## src/rtl/pbc_pkg.sv

```systemverilog
// Constants for the port B/C alternate-function override block
// What this block does
// - Sync USART clock on B0, direction bit selects
// - USART clock pin inactive outside synchronous mode
// - MISO built from master-in and slave-out
// - MOSI split into master-out and slave-in
// - B6 input enable forced; feeds pin-change 14
// - B5 input feeds slave-in and pin-change 13
// - B2 input enable on external_interrupt_two or pcint10
// - C7 input disabled on osc-ext-clock or pcint23
// - B0 feeds pin-change 8 and timer0 count
// - Test port on C5..C2, C5 pin-change 21
// - Two-wire data C1, clock C0, pin-change sources
// - Timer oscillator on C7/C6, pin-change 23/22
package pbc_pkg;
  localparam int PBC_WIDTH = 8;
  localparam int PBC_B_SCK = 7;
  localparam int PBC_B_MISO = 6;
  localparam int PBC_B_MOSI = 5;
  localparam int PBC_B_SS = 4;
  localparam int PBC_B_OCA = 3;
  localparam int PBC_B_EXTERNAL_INTERRUPT_TWO = 2;
  localparam int PBC_B_T1 = 1;
  localparam int PBC_B_T0 = 0;
  localparam int PBC_C_TIMER_OSCILLATOR_PIN_TWO = 7;
  localparam int PBC_C_TOSC1 = 6;
  localparam int PBC_C_TDI = 5;
  localparam int PBC_C_TDO = 4;
  localparam int PBC_C_TMS = 3;
  localparam int PBC_C_TCK = 2;
  localparam int PBC_C_SDA = 1;
  localparam int PBC_C_SCL = 0;
  localparam logic [7:0] PBC_RESET_BYTE = 8'h00;
endpackage

```

## src/rtl/pbc_override.sv

```systemverilog
// Alternate-function override logic for ports B and C
`timescale 1ns/1ps
module pbc_override (
  // Clock and reset
  input wire logic i_mclk,
  input wire logic i_reset_n,
  // Port registers
  input wire logic [7:0] i_port_b_out,
  input wire logic [7:0] i_port_b_dir,
  input wire logic [7:0] i_port_c_out,
  input wire logic [7:0] i_port_c_dir,
  input wire logic i_global_pullup_disable,
  // Pins
  input wire logic [7:0] i_pin_b,
  input wire logic [7:0] i_pin_c,
  // Control bits
  input wire logic i_spi_enable_bit,
  input wire logic i_spi_master_select,
  input wire logic i_usart_sync_mode,
  input wire logic i_external_interrupt_two_en,
  input wire logic [7:0] i_pcmask_b,
  input wire logic [7:0] i_pcmask_c,
  input wire logic i_pin_change_group1_enable,
  input wire logic i_pin_change_group2_enable,
  input wire logic i_async_timer_clock_select,
  input wire logic i_external_clock_select,
  input wire logic i_test_port_enable,
  input wire logic i_two_wire_enable,
  input wire logic i_oc0a_enable,
  input wire logic i_oc0b_enable,
  // Peripheral outputs
  input wire logic i_spi_sck_out,
  input wire logic i_spi_slave_out,
  input wire logic i_spi_master_out,
  input wire logic i_oc0a,
  input wire logic i_oc0b,
  input wire logic i_usart_clock_out,
  input wire logic i_tdo,
  input wire logic i_shift_active,
  input wire logic i_sda_out,
  input wire logic i_scl_out,
  // Pin drive
  output logic [7:0] o_pin_b_out,
  output logic [7:0] o_pin_b_oe,
  output logic [7:0] o_pin_b_pullup,
  output logic [7:0] o_pin_c_out,
  output logic [7:0] o_pin_c_oe,
  output logic [7:0] o_pin_c_pullup,
  // Inputs to peripherals
  output logic [7:0] o_pin_change_b,
  output logic [7:0] o_pin_change_c,
  output logic o_spi_master_in,
  output logic o_spi_slave_in,
  output logic o_spi_sck_in,
  output logic o_spi_ss_in,
  output logic o_external_interrupt_two,
  output logic o_timer0_count_input,
  output logic o_timer1_count_input,
  output logic o_usart_clock_in,
  output logic o_tdi,
  output logic o_tms,
  output logic o_tck,
  output logic o_sda_in,
  output logic o_scl_in
);
  localparam logic [7:0] RST = pbc_pkg::PBC_RESET_BYTE;
  localparam int W = pbc_pkg::PBC_WIDTH;
  // Pin groups tied to one enable; the test-port and two-wire groups are taken over as a whole
  localparam int SPI_LO = pbc_pkg::PBC_B_SS;
  localparam int SPI_N = W - SPI_LO;
  localparam int JT_HI = pbc_pkg::PBC_C_TDI;
  localparam int JT_LO = pbc_pkg::PBC_C_TCK;
  localparam int JT_N = JT_HI - JT_LO + 1;
  localparam int TW_HI = pbc_pkg::PBC_C_SDA;
  localparam int TW_LO = pbc_pkg::PBC_C_SCL;
  localparam int TW_N = TW_HI - TW_LO + 1;

  // Pins are asynchronous, so two flops before any use
  logic [7:0] b_s1_q, b_s2_q, c_s1_q, c_s2_q;
  always_ff @(posedge i_mclk or negedge i_reset_n) begin
    if (!i_reset_n) begin
      b_s1_q <= RST;
      b_s2_q <= RST;
      c_s1_q <= RST;
      c_s2_q <= RST;
    end else begin
      b_s1_q <= i_pin_b;
      b_s2_q <= b_s1_q;
      c_s1_q <= i_pin_c;
      c_s2_q <= c_s1_q;
    end
  end

  // Override enables and values per pin
  logic [7:0] b_pullup_override_enable, b_puov, b_ddoe, b_ddov, b_pvoe, b_pvov, b_input_enable_override_enable, b_dieov;
  logic [7:0] c_pullup_override_enable, c_puov, c_ddoe, c_ddov, c_pvoe, c_pvov, c_input_enable_override_enable, c_dieov;
  logic spi_m, spi_s, pud_n;
  always_comb begin
    spi_m = i_spi_enable_bit & i_spi_master_select;
    spi_s = i_spi_enable_bit & ~i_spi_master_select;
    pud_n = ~i_global_pullup_disable;
    b_pullup_override_enable = RST;
    b_puov = RST;
    b_ddoe = RST;
    b_ddov = RST;
    b_pvoe = RST;
    b_pvov = RST;
    b_dieov = '1;
    // Forced-input SPI pins keep the port-register pull-up
    b_pullup_override_enable[pbc_pkg::PBC_B_SCK] = spi_s;
    b_pullup_override_enable[pbc_pkg::PBC_B_MISO] = spi_m;
    b_pullup_override_enable[pbc_pkg::PBC_B_MOSI] = spi_s;
    b_pullup_override_enable[pbc_pkg::PBC_B_SS] = spi_s;
    b_ddoe[pbc_pkg::PBC_B_SCK] = spi_s;
    b_ddoe[pbc_pkg::PBC_B_MISO] = spi_m;
    b_ddoe[pbc_pkg::PBC_B_MOSI] = spi_s;
    b_ddoe[pbc_pkg::PBC_B_SS] = spi_s;
    b_puov[W-1:SPI_LO] = i_port_b_out[W-1:SPI_LO] & {SPI_N{pud_n}};
    b_pvoe[pbc_pkg::PBC_B_SCK] = spi_m;
    b_pvov[pbc_pkg::PBC_B_SCK] = i_spi_sck_out;
    b_pvoe[pbc_pkg::PBC_B_MISO] = spi_s;
    b_pvov[pbc_pkg::PBC_B_MISO] = i_spi_slave_out;
    b_pvoe[pbc_pkg::PBC_B_MOSI] = spi_m;
    b_pvov[pbc_pkg::PBC_B_MOSI] = i_spi_master_out;
    b_pvoe[pbc_pkg::PBC_B_SS] = i_oc0b_enable;
    b_pvov[pbc_pkg::PBC_B_SS] = i_oc0b;
    b_pvoe[pbc_pkg::PBC_B_OCA] = i_oc0a_enable;
    b_pvov[pbc_pkg::PBC_B_OCA] = i_oc0a;
    // Clock pin only active in synchronous mode; direction bit chooses out
    if (i_usart_sync_mode && i_port_b_dir[pbc_pkg::PBC_B_T0]) begin
      b_pvoe[pbc_pkg::PBC_B_T0] = 1'b1;
      b_pvov[pbc_pkg::PBC_B_T0] = i_usart_clock_out;
    end
    b_input_enable_override_enable = i_pcmask_b & {W{i_pin_change_group1_enable}};
    b_input_enable_override_enable[pbc_pkg::PBC_B_EXTERNAL_INTERRUPT_TWO] = i_external_interrupt_two_en
      | (i_pcmask_b[pbc_pkg::PBC_B_EXTERNAL_INTERRUPT_TWO] & i_pin_change_group1_enable);

    c_pullup_override_enable = RST;
    c_puov = RST;
    c_ddoe = RST;
    c_ddov = RST;
    c_pvoe = RST;
    c_pvov = RST;
    c_input_enable_override_enable = i_pcmask_c & {W{i_pin_change_group2_enable}};
    c_dieov = '1;
    c_pullup_override_enable[pbc_pkg::PBC_C_TIMER_OSCILLATOR_PIN_TWO] = i_async_timer_clock_select & i_external_clock_select;
    c_ddoe[pbc_pkg::PBC_C_TIMER_OSCILLATOR_PIN_TWO] = i_async_timer_clock_select & i_external_clock_select;
    c_input_enable_override_enable[pbc_pkg::PBC_C_TIMER_OSCILLATOR_PIN_TWO] = (i_async_timer_clock_select & i_external_clock_select)
      | (i_pcmask_c[pbc_pkg::PBC_C_TIMER_OSCILLATOR_PIN_TWO] & i_pin_change_group2_enable);
    c_dieov[pbc_pkg::PBC_C_TIMER_OSCILLATOR_PIN_TWO] = 1'b0;
    c_pullup_override_enable[pbc_pkg::PBC_C_TOSC1] = i_async_timer_clock_select;
    c_ddoe[pbc_pkg::PBC_C_TOSC1] = i_async_timer_clock_select;
    c_input_enable_override_enable[pbc_pkg::PBC_C_TOSC1] = i_async_timer_clock_select;
    c_dieov[pbc_pkg::PBC_C_TOSC1] = i_external_clock_select;
    // Test port owns C5..C2 when enabled
    c_pullup_override_enable[JT_HI:JT_LO] = {JT_N{i_test_port_enable}};
    c_ddoe[JT_HI:JT_LO] = {JT_N{i_test_port_enable}};
    c_input_enable_override_enable[JT_HI:JT_LO] = {JT_N{i_test_port_enable}};
    c_puov[pbc_pkg::PBC_C_TDI] = 1'b1;
    c_puov[pbc_pkg::PBC_C_TMS] = 1'b1;
    c_puov[pbc_pkg::PBC_C_TCK] = 1'b1;
    c_ddov[pbc_pkg::PBC_C_TDO] = i_shift_active;
    c_pvoe[pbc_pkg::PBC_C_TDO] = i_test_port_enable;
    c_pvov[pbc_pkg::PBC_C_TDO] = i_tdo;
    c_dieov[pbc_pkg::PBC_C_TDI] = 1'b0;
    c_dieov[pbc_pkg::PBC_C_TDO] = 1'b0;
    c_dieov[pbc_pkg::PBC_C_TMS] = 1'b0;
    // Two-wire pins: direction held as input, value comes from the bus unit
    c_pullup_override_enable[TW_HI:TW_LO] = {TW_N{i_two_wire_enable}};
    c_ddoe[TW_HI:TW_LO] = {TW_N{i_two_wire_enable}};
    c_pvoe[TW_HI:TW_LO] = {TW_N{i_two_wire_enable}};
    c_puov[TW_HI:TW_LO] = i_port_c_out[TW_HI:TW_LO] & {TW_N{pud_n}};
    c_pvov[pbc_pkg::PBC_C_SDA] = i_sda_out;
    c_pvov[pbc_pkg::PBC_C_SCL] = i_scl_out;
  end

  // Generic port path with overrides, one bit per loop pass
  logic [7:0] b_out_d, b_oe_d, b_pu_d, b_die, c_out_d, c_oe_d, c_pu_d, c_die;
  genvar g;
  generate
    for (g = 0; g < W; g++) begin : g_bit
      assign b_oe_d[g] = b_ddoe[g] ? b_ddov[g] : i_port_b_dir[g];
      assign b_out_d[g] = b_pvoe[g] ? b_pvov[g] : i_port_b_out[g];
      assign b_pu_d[g] = b_pullup_override_enable[g] ? b_puov[g]
        : (i_port_b_out[g] & ~i_port_b_dir[g] & pud_n);
      assign b_die[g] = b_input_enable_override_enable[g] ? b_dieov[g] : 1'b1;
      assign c_oe_d[g] = c_ddoe[g] ? c_ddov[g] : i_port_c_dir[g];
      assign c_out_d[g] = c_pvoe[g] ? c_pvov[g] : i_port_c_out[g];
      assign c_pu_d[g] = c_pullup_override_enable[g] ? c_puov[g]
        : (i_port_c_out[g] & ~i_port_c_dir[g] & pud_n);
      assign c_die[g] = c_input_enable_override_enable[g] ? c_dieov[g] : 1'b1;
    end
  endgenerate

  logic [7:0] b_in, c_in;
  assign b_in = b_s2_q & b_die;
  assign c_in = c_s2_q & c_die;

  always_ff @(posedge i_mclk or negedge i_reset_n) begin
    if (!i_reset_n) begin
      o_pin_b_out <= RST;
      o_pin_b_oe <= RST;
      o_pin_b_pullup <= RST;
      o_pin_c_out <= RST;
      o_pin_c_oe <= RST;
      o_pin_c_pullup <= RST;
    end else begin
      o_pin_b_out <= b_out_d;
      o_pin_b_oe <= b_oe_d;
      o_pin_b_pullup <= b_pu_d;
      o_pin_c_out <= c_out_d;
      o_pin_c_oe <= c_oe_d;
      o_pin_c_pullup <= c_pu_d;
    end
  end

  always_ff @(posedge i_mclk or negedge i_reset_n) begin
    if (!i_reset_n) begin
      o_pin_change_b <= RST;
      o_pin_change_c <= RST;
      o_spi_master_in <= 1'b0;
      o_spi_slave_in <= 1'b0;
      o_spi_sck_in <= 1'b0;
      o_spi_ss_in <= 1'b0;
      o_external_interrupt_two <= 1'b0;
      o_timer0_count_input <= 1'b0;
      o_timer1_count_input <= 1'b0;
      o_usart_clock_in <= 1'b0;
      o_tdi <= 1'b0;
      o_tms <= 1'b0;
      o_tck <= 1'b0;
      o_sda_in <= 1'b0;
      o_scl_in <= 1'b0;
    end else begin
      o_pin_change_b <= b_in;
      o_pin_change_c <= c_in;
      o_spi_master_in <= b_in[pbc_pkg::PBC_B_MISO];
      o_spi_slave_in <= b_in[pbc_pkg::PBC_B_MOSI];
      o_spi_sck_in <= b_in[pbc_pkg::PBC_B_SCK];
      o_spi_ss_in <= b_in[pbc_pkg::PBC_B_SS];
      o_external_interrupt_two <= b_in[pbc_pkg::PBC_B_EXTERNAL_INTERRUPT_TWO];
      o_timer0_count_input <= b_in[pbc_pkg::PBC_B_T0];
      o_timer1_count_input <= b_in[pbc_pkg::PBC_B_T1];
      // Clock input gated by synchronous mode only; the direction bit is not checked
      o_usart_clock_in <= i_usart_sync_mode & b_in[pbc_pkg::PBC_B_T0];
      // Analog-style test and two-wire inputs bypass the input enable
      o_tdi <= c_s2_q[pbc_pkg::PBC_C_TDI];
      o_tms <= c_s2_q[pbc_pkg::PBC_C_TMS];
      o_tck <= c_s2_q[pbc_pkg::PBC_C_TCK];
      o_sda_in <= c_s2_q[pbc_pkg::PBC_C_SDA];
      o_scl_in <= c_s2_q[pbc_pkg::PBC_C_SCL];
    end
  end
endmodule // pbc_override

```

## config.mk

```make
export PLATFORM = sky130hd
export DESIGN_NAME = pbc_override
export DESIGN_NICKNAME = d
export VERILOG_FILES = /design/src/rtl/pbc_pkg.sv /design/src/rtl/pbc_override.sv
export SDC_FILE = /design/constraint.sdc
export NUM_CORES = 1
export LEC_CHECK = 0
export BUFFER_PORTS_ARGS = -buffer_cell sky130_fd_sc_hd__buf_4
export CORE_UTILIZATION = 47
export CTS_CLUSTER_DIAMETER = 80
export CTS_CLUSTER_SIZE = 20
export DETAILED_ROUTE_END_ITERATION = 10
export PLACE_DENSITY = 0.84
export SLEW_MARGIN = 5
export SYNTH_ARGS = -nofsm -noshare
export SYNTH_HDL_FRONTEND = slang
export SYNTH_SLANG_ARGS = --single-unit
```

## constraint.sdc

```tcl
create_clock -name i_mclk -period 2 [get_ports i_mclk]
set_clock_uncertainty 0.15 [all_clocks]
set_input_delay 0.2 -clock i_mclk [delete_from_list [all_inputs] [get_ports i_mclk]]
set_output_delay 0.2 -clock i_mclk [all_outputs]
set_load 0.02 [all_outputs]
```

==> results.json <==
{
  "die_area_um2": 6699,
  "p_leak_nw": 2.542,
  "p_clk_share_pct": 29.2,
  "synth-main-ff-cell": "dfrtp_1",
  "synthCells": 167,
  "antenna_cells": 0,
  "synth_nets": 256,
  "cap_violations": 0,
  "gp_congestion": 0.7609,
  "arrival_ps": 1930,
  "num-fill-cells": 290,
  "fp.dieW_um": 81.85,
  "drc": 0,
  "layoutNonFillerInstCount": 474,
  "synth_edf_count": 0,
  "ys_seq_elements": 99,
  "hold_viol": 0,
  "drive_above_1_share_pct": 45.11,
  "fin_crit_sh_pct": 92.66,
  "dp.final_hpwl_um": 4494,
  "boundaryPins": 166,
  "placed_cell_area_um2": 4145,
  "p_per_area_nw_per_um2": 767.0,
  "crit_start": "i_spi_master_select",
  "ant_nets": 0,
  "utilization_pct": 84.63,
  "clock_latency_ps": 350,
  "grt_overflow": 0,
  "cts_buffers": 9,
  "nNetsFinal": 484,
  "max_freq_mhz": 539.6,
  "vias": 2214,
  "ys_types": 21,
  "setup_viol": 0,
  "critPathRequiredTime_ps": 2070,
  "relSlewSlack_pct": 61.28,
  "grt_pass1_wl_um": 11880,
  "seqPwrFrac_pct": 54.8,
  "initialDrtViolationCount": 37,
  "path_clk_slew_ps": 90,
  "grt_pass1_vias": 2521,
  "p_switching_mw": 0.9768,
  "synth_seq_area_share_pct": 82.67,
  "grt_max_degree": 48,
  "combPwrFrac_pct": 16.0,
  "period_minus_slack_ps": 1853,
  "worstHoldStart": "i_global_pullup_disable",
  "rows": 28,
  "tns_ps": 0,
  "critical_path_class": "in2reg",
  "tightestPinTransition_ps": 580.8,
  "yosys_warnings": 0,
  "finalInstanceArea_um2": 5100,
  "wl_um": 8054,
  "port_buffers": 148,
  "cts_tree": "done",
  "ys_async_sr_fraction_pct": 100.0,
  "multi_input_area_um2": 424.2,
  "place_ws_ps": 939.0,
  "vias_per_cell": 4.671,
  "antenna_found_initial": 0,
  "clock-sinks": 99,
  "post_drt_wl_per_cell_um": 16.99,
  "root_buffer": "clkbuf_8",
  "maxSlewViolCount": 0,
  "syn-cell-area_um2": 2997,
  "syn_area_per_cell_um2": 17.94,
  "whs_path_depth": 2,
  "switching_share_pct": 24.97,
  "ir_drop_mv": 0.5710,
  "hold_ws_ps": 35.99,
  "dp.cells": 381,
  "postCtsResizedCells": 0,
  "regToRegEndpoint": "o_usart_clock_in",
  "htreeDepth": 3,
  "path_max_fanout": 7,
  "reg2reg_depth": 1,
  "start_util_pct": 49.73,
  "p_total_mw": 3.912,
  "dr.pass1.iters": 4,
  "timing.reg2reg.setup_slack_ps": 1210,
  "power.internal_mw": 2.935,
  "hp-class": "in2reg",
  "seq_area_um2": 2477,
  "syn_to_final_growth_pct": 70.19,
  "rr_startpoint": "b_in[0]",
  "holdPathEnd": "o_pin_b_pullup[3]",
  "grt_util_all_layers_pct": 25.19,
  "status": "completed",
  "die_y_um": 81.85,
  "rsz0062_at_grt": "false",
  "cts_max_path_buffers": 2,
  "start_kind": "primary input",
  "worst_slack_ps": 146.7,
  "coreArea_um2": 6026,
  "endpoint_kind": "register"
}
-- layer usage --
| layer | part of all wire (%) | track usage (%) | wire length, um | vias up |
|---|---|---|---|---|
| li1 | - | - | - | 983 |
| met1 | 34 | 24.45 | 2766 | 1091 |
| met2 | 55 | 47.02 | 4451 | 115 |
| met3 | 7.3 | 7.111 | 590 | 25 |
| met4 | 3.0 | 14.39 | 245 | 0 |
| met5 | 0 | 0 | 0 | - |
-- logic make-up (layout without fill, tap and decap cells) --
family | count (synthesis) | count (layout) | share of synthesized area, %
compound gates | 8 | 8 | 1.754
simple gates | 37 | 37 | 8.267
mux | 10 | 10 | 4.134
buf+inv | 13 | 245 | 3.173
flops | 99 | 99 | 82.67
-- synth_stat cells, types with 2 or more instances --
| cell | instances | share of area [%] |
|---|---|---|
| a21o_1 | 3 | 0.75 |
| a21oi_1 | 3 | 0.50 |
| and2_1 | 5 | 1.0 |
| and3_1 | 2 | 0.42 |
| buf_4 | 10 | 2.5 |
| dfrtp_1 | 99 | 83 |
| mux2_2 | 7 | 2.6 |
| mux2_4 | 3 | 1.5 |
| nand2_1 | 3 | 0.38 |
| nand2b_1 | 3 | 0.63 |
| nor2_1 | 4 | 0.50 |
| nor2b_1 | 9 | 1.9 |
| nor3b_1 | 7 | 1.8 |
| nor4b_2 | 2 | 1.0 |
-- worst max path at each step --
stage                                   end  slack, ps  depth (start not counted)
after floorplan           o_pin_change_b[0]       1040                          1
after global placement       o_pin_b_out[6]        950                          3
after detailed placement     o_pin_b_out[6]        940                          3
after CTS                    o_pin_b_out[6]        200                          5
after global routing         o_pin_b_out[6]        130                          5
final                        o_pin_b_out[6]        150                          5
-- cells in the final DEF, fill, tap and decap left out, types with 3 or more instances in the layout --
master / n
a21o_1: 3
a21oi_1: 3
and2_1: 5
buf_4: 150
clkbuf_8: 10
dfrtp_1: 99
dlygate4sd3_1: 78
mux2_2: 7
mux2_4: 3
nand2_1: 3
nand2b_1: 3
nor2_1: 4
nor2b_1: 9
nor3b_1: 7
-- power groups by stage --
stage | Clock, mW | Sequential [mW] | Combinational, mW
after global routing | 1.25 | 2.15 | 0.665
after global placement | 0 | 2.17 | 0.476
final | 1.14 | 2.14 | 0.626
after detailed placement | 0 | 2.18 | 0.488
after floorplan | 0 | 2.27 | 0.0903
after CTS | 1.17 | 2.14 | 0.614
-- repair_timing --
| action | 4_1_cts | 5_1_grt |
|---|---|---|
| setup buffers | 0 | 0 |
| hold buffers | 78 | 0 |
| hold endpoints to repair | 114 | 0 |
-- layout make-up --
class                      instances  area share (%)
timing repair buffer             229           37.78
multi-input combinational         55           8.317
tap                               75           1.840
inverter                           1         0.07360
clock buffer                      10           2.699
sequential                        99           48.58
clock inverter                     5          0.7115
-- critical path, stage by stage --
cell and delay, ps:
dlygate4sd3_1 540, buf_4 150, nand2b_4 170, mux2_4 300, dlygate4sd3_1 570
Note: power is estimated with default switching activity, not from simulation.
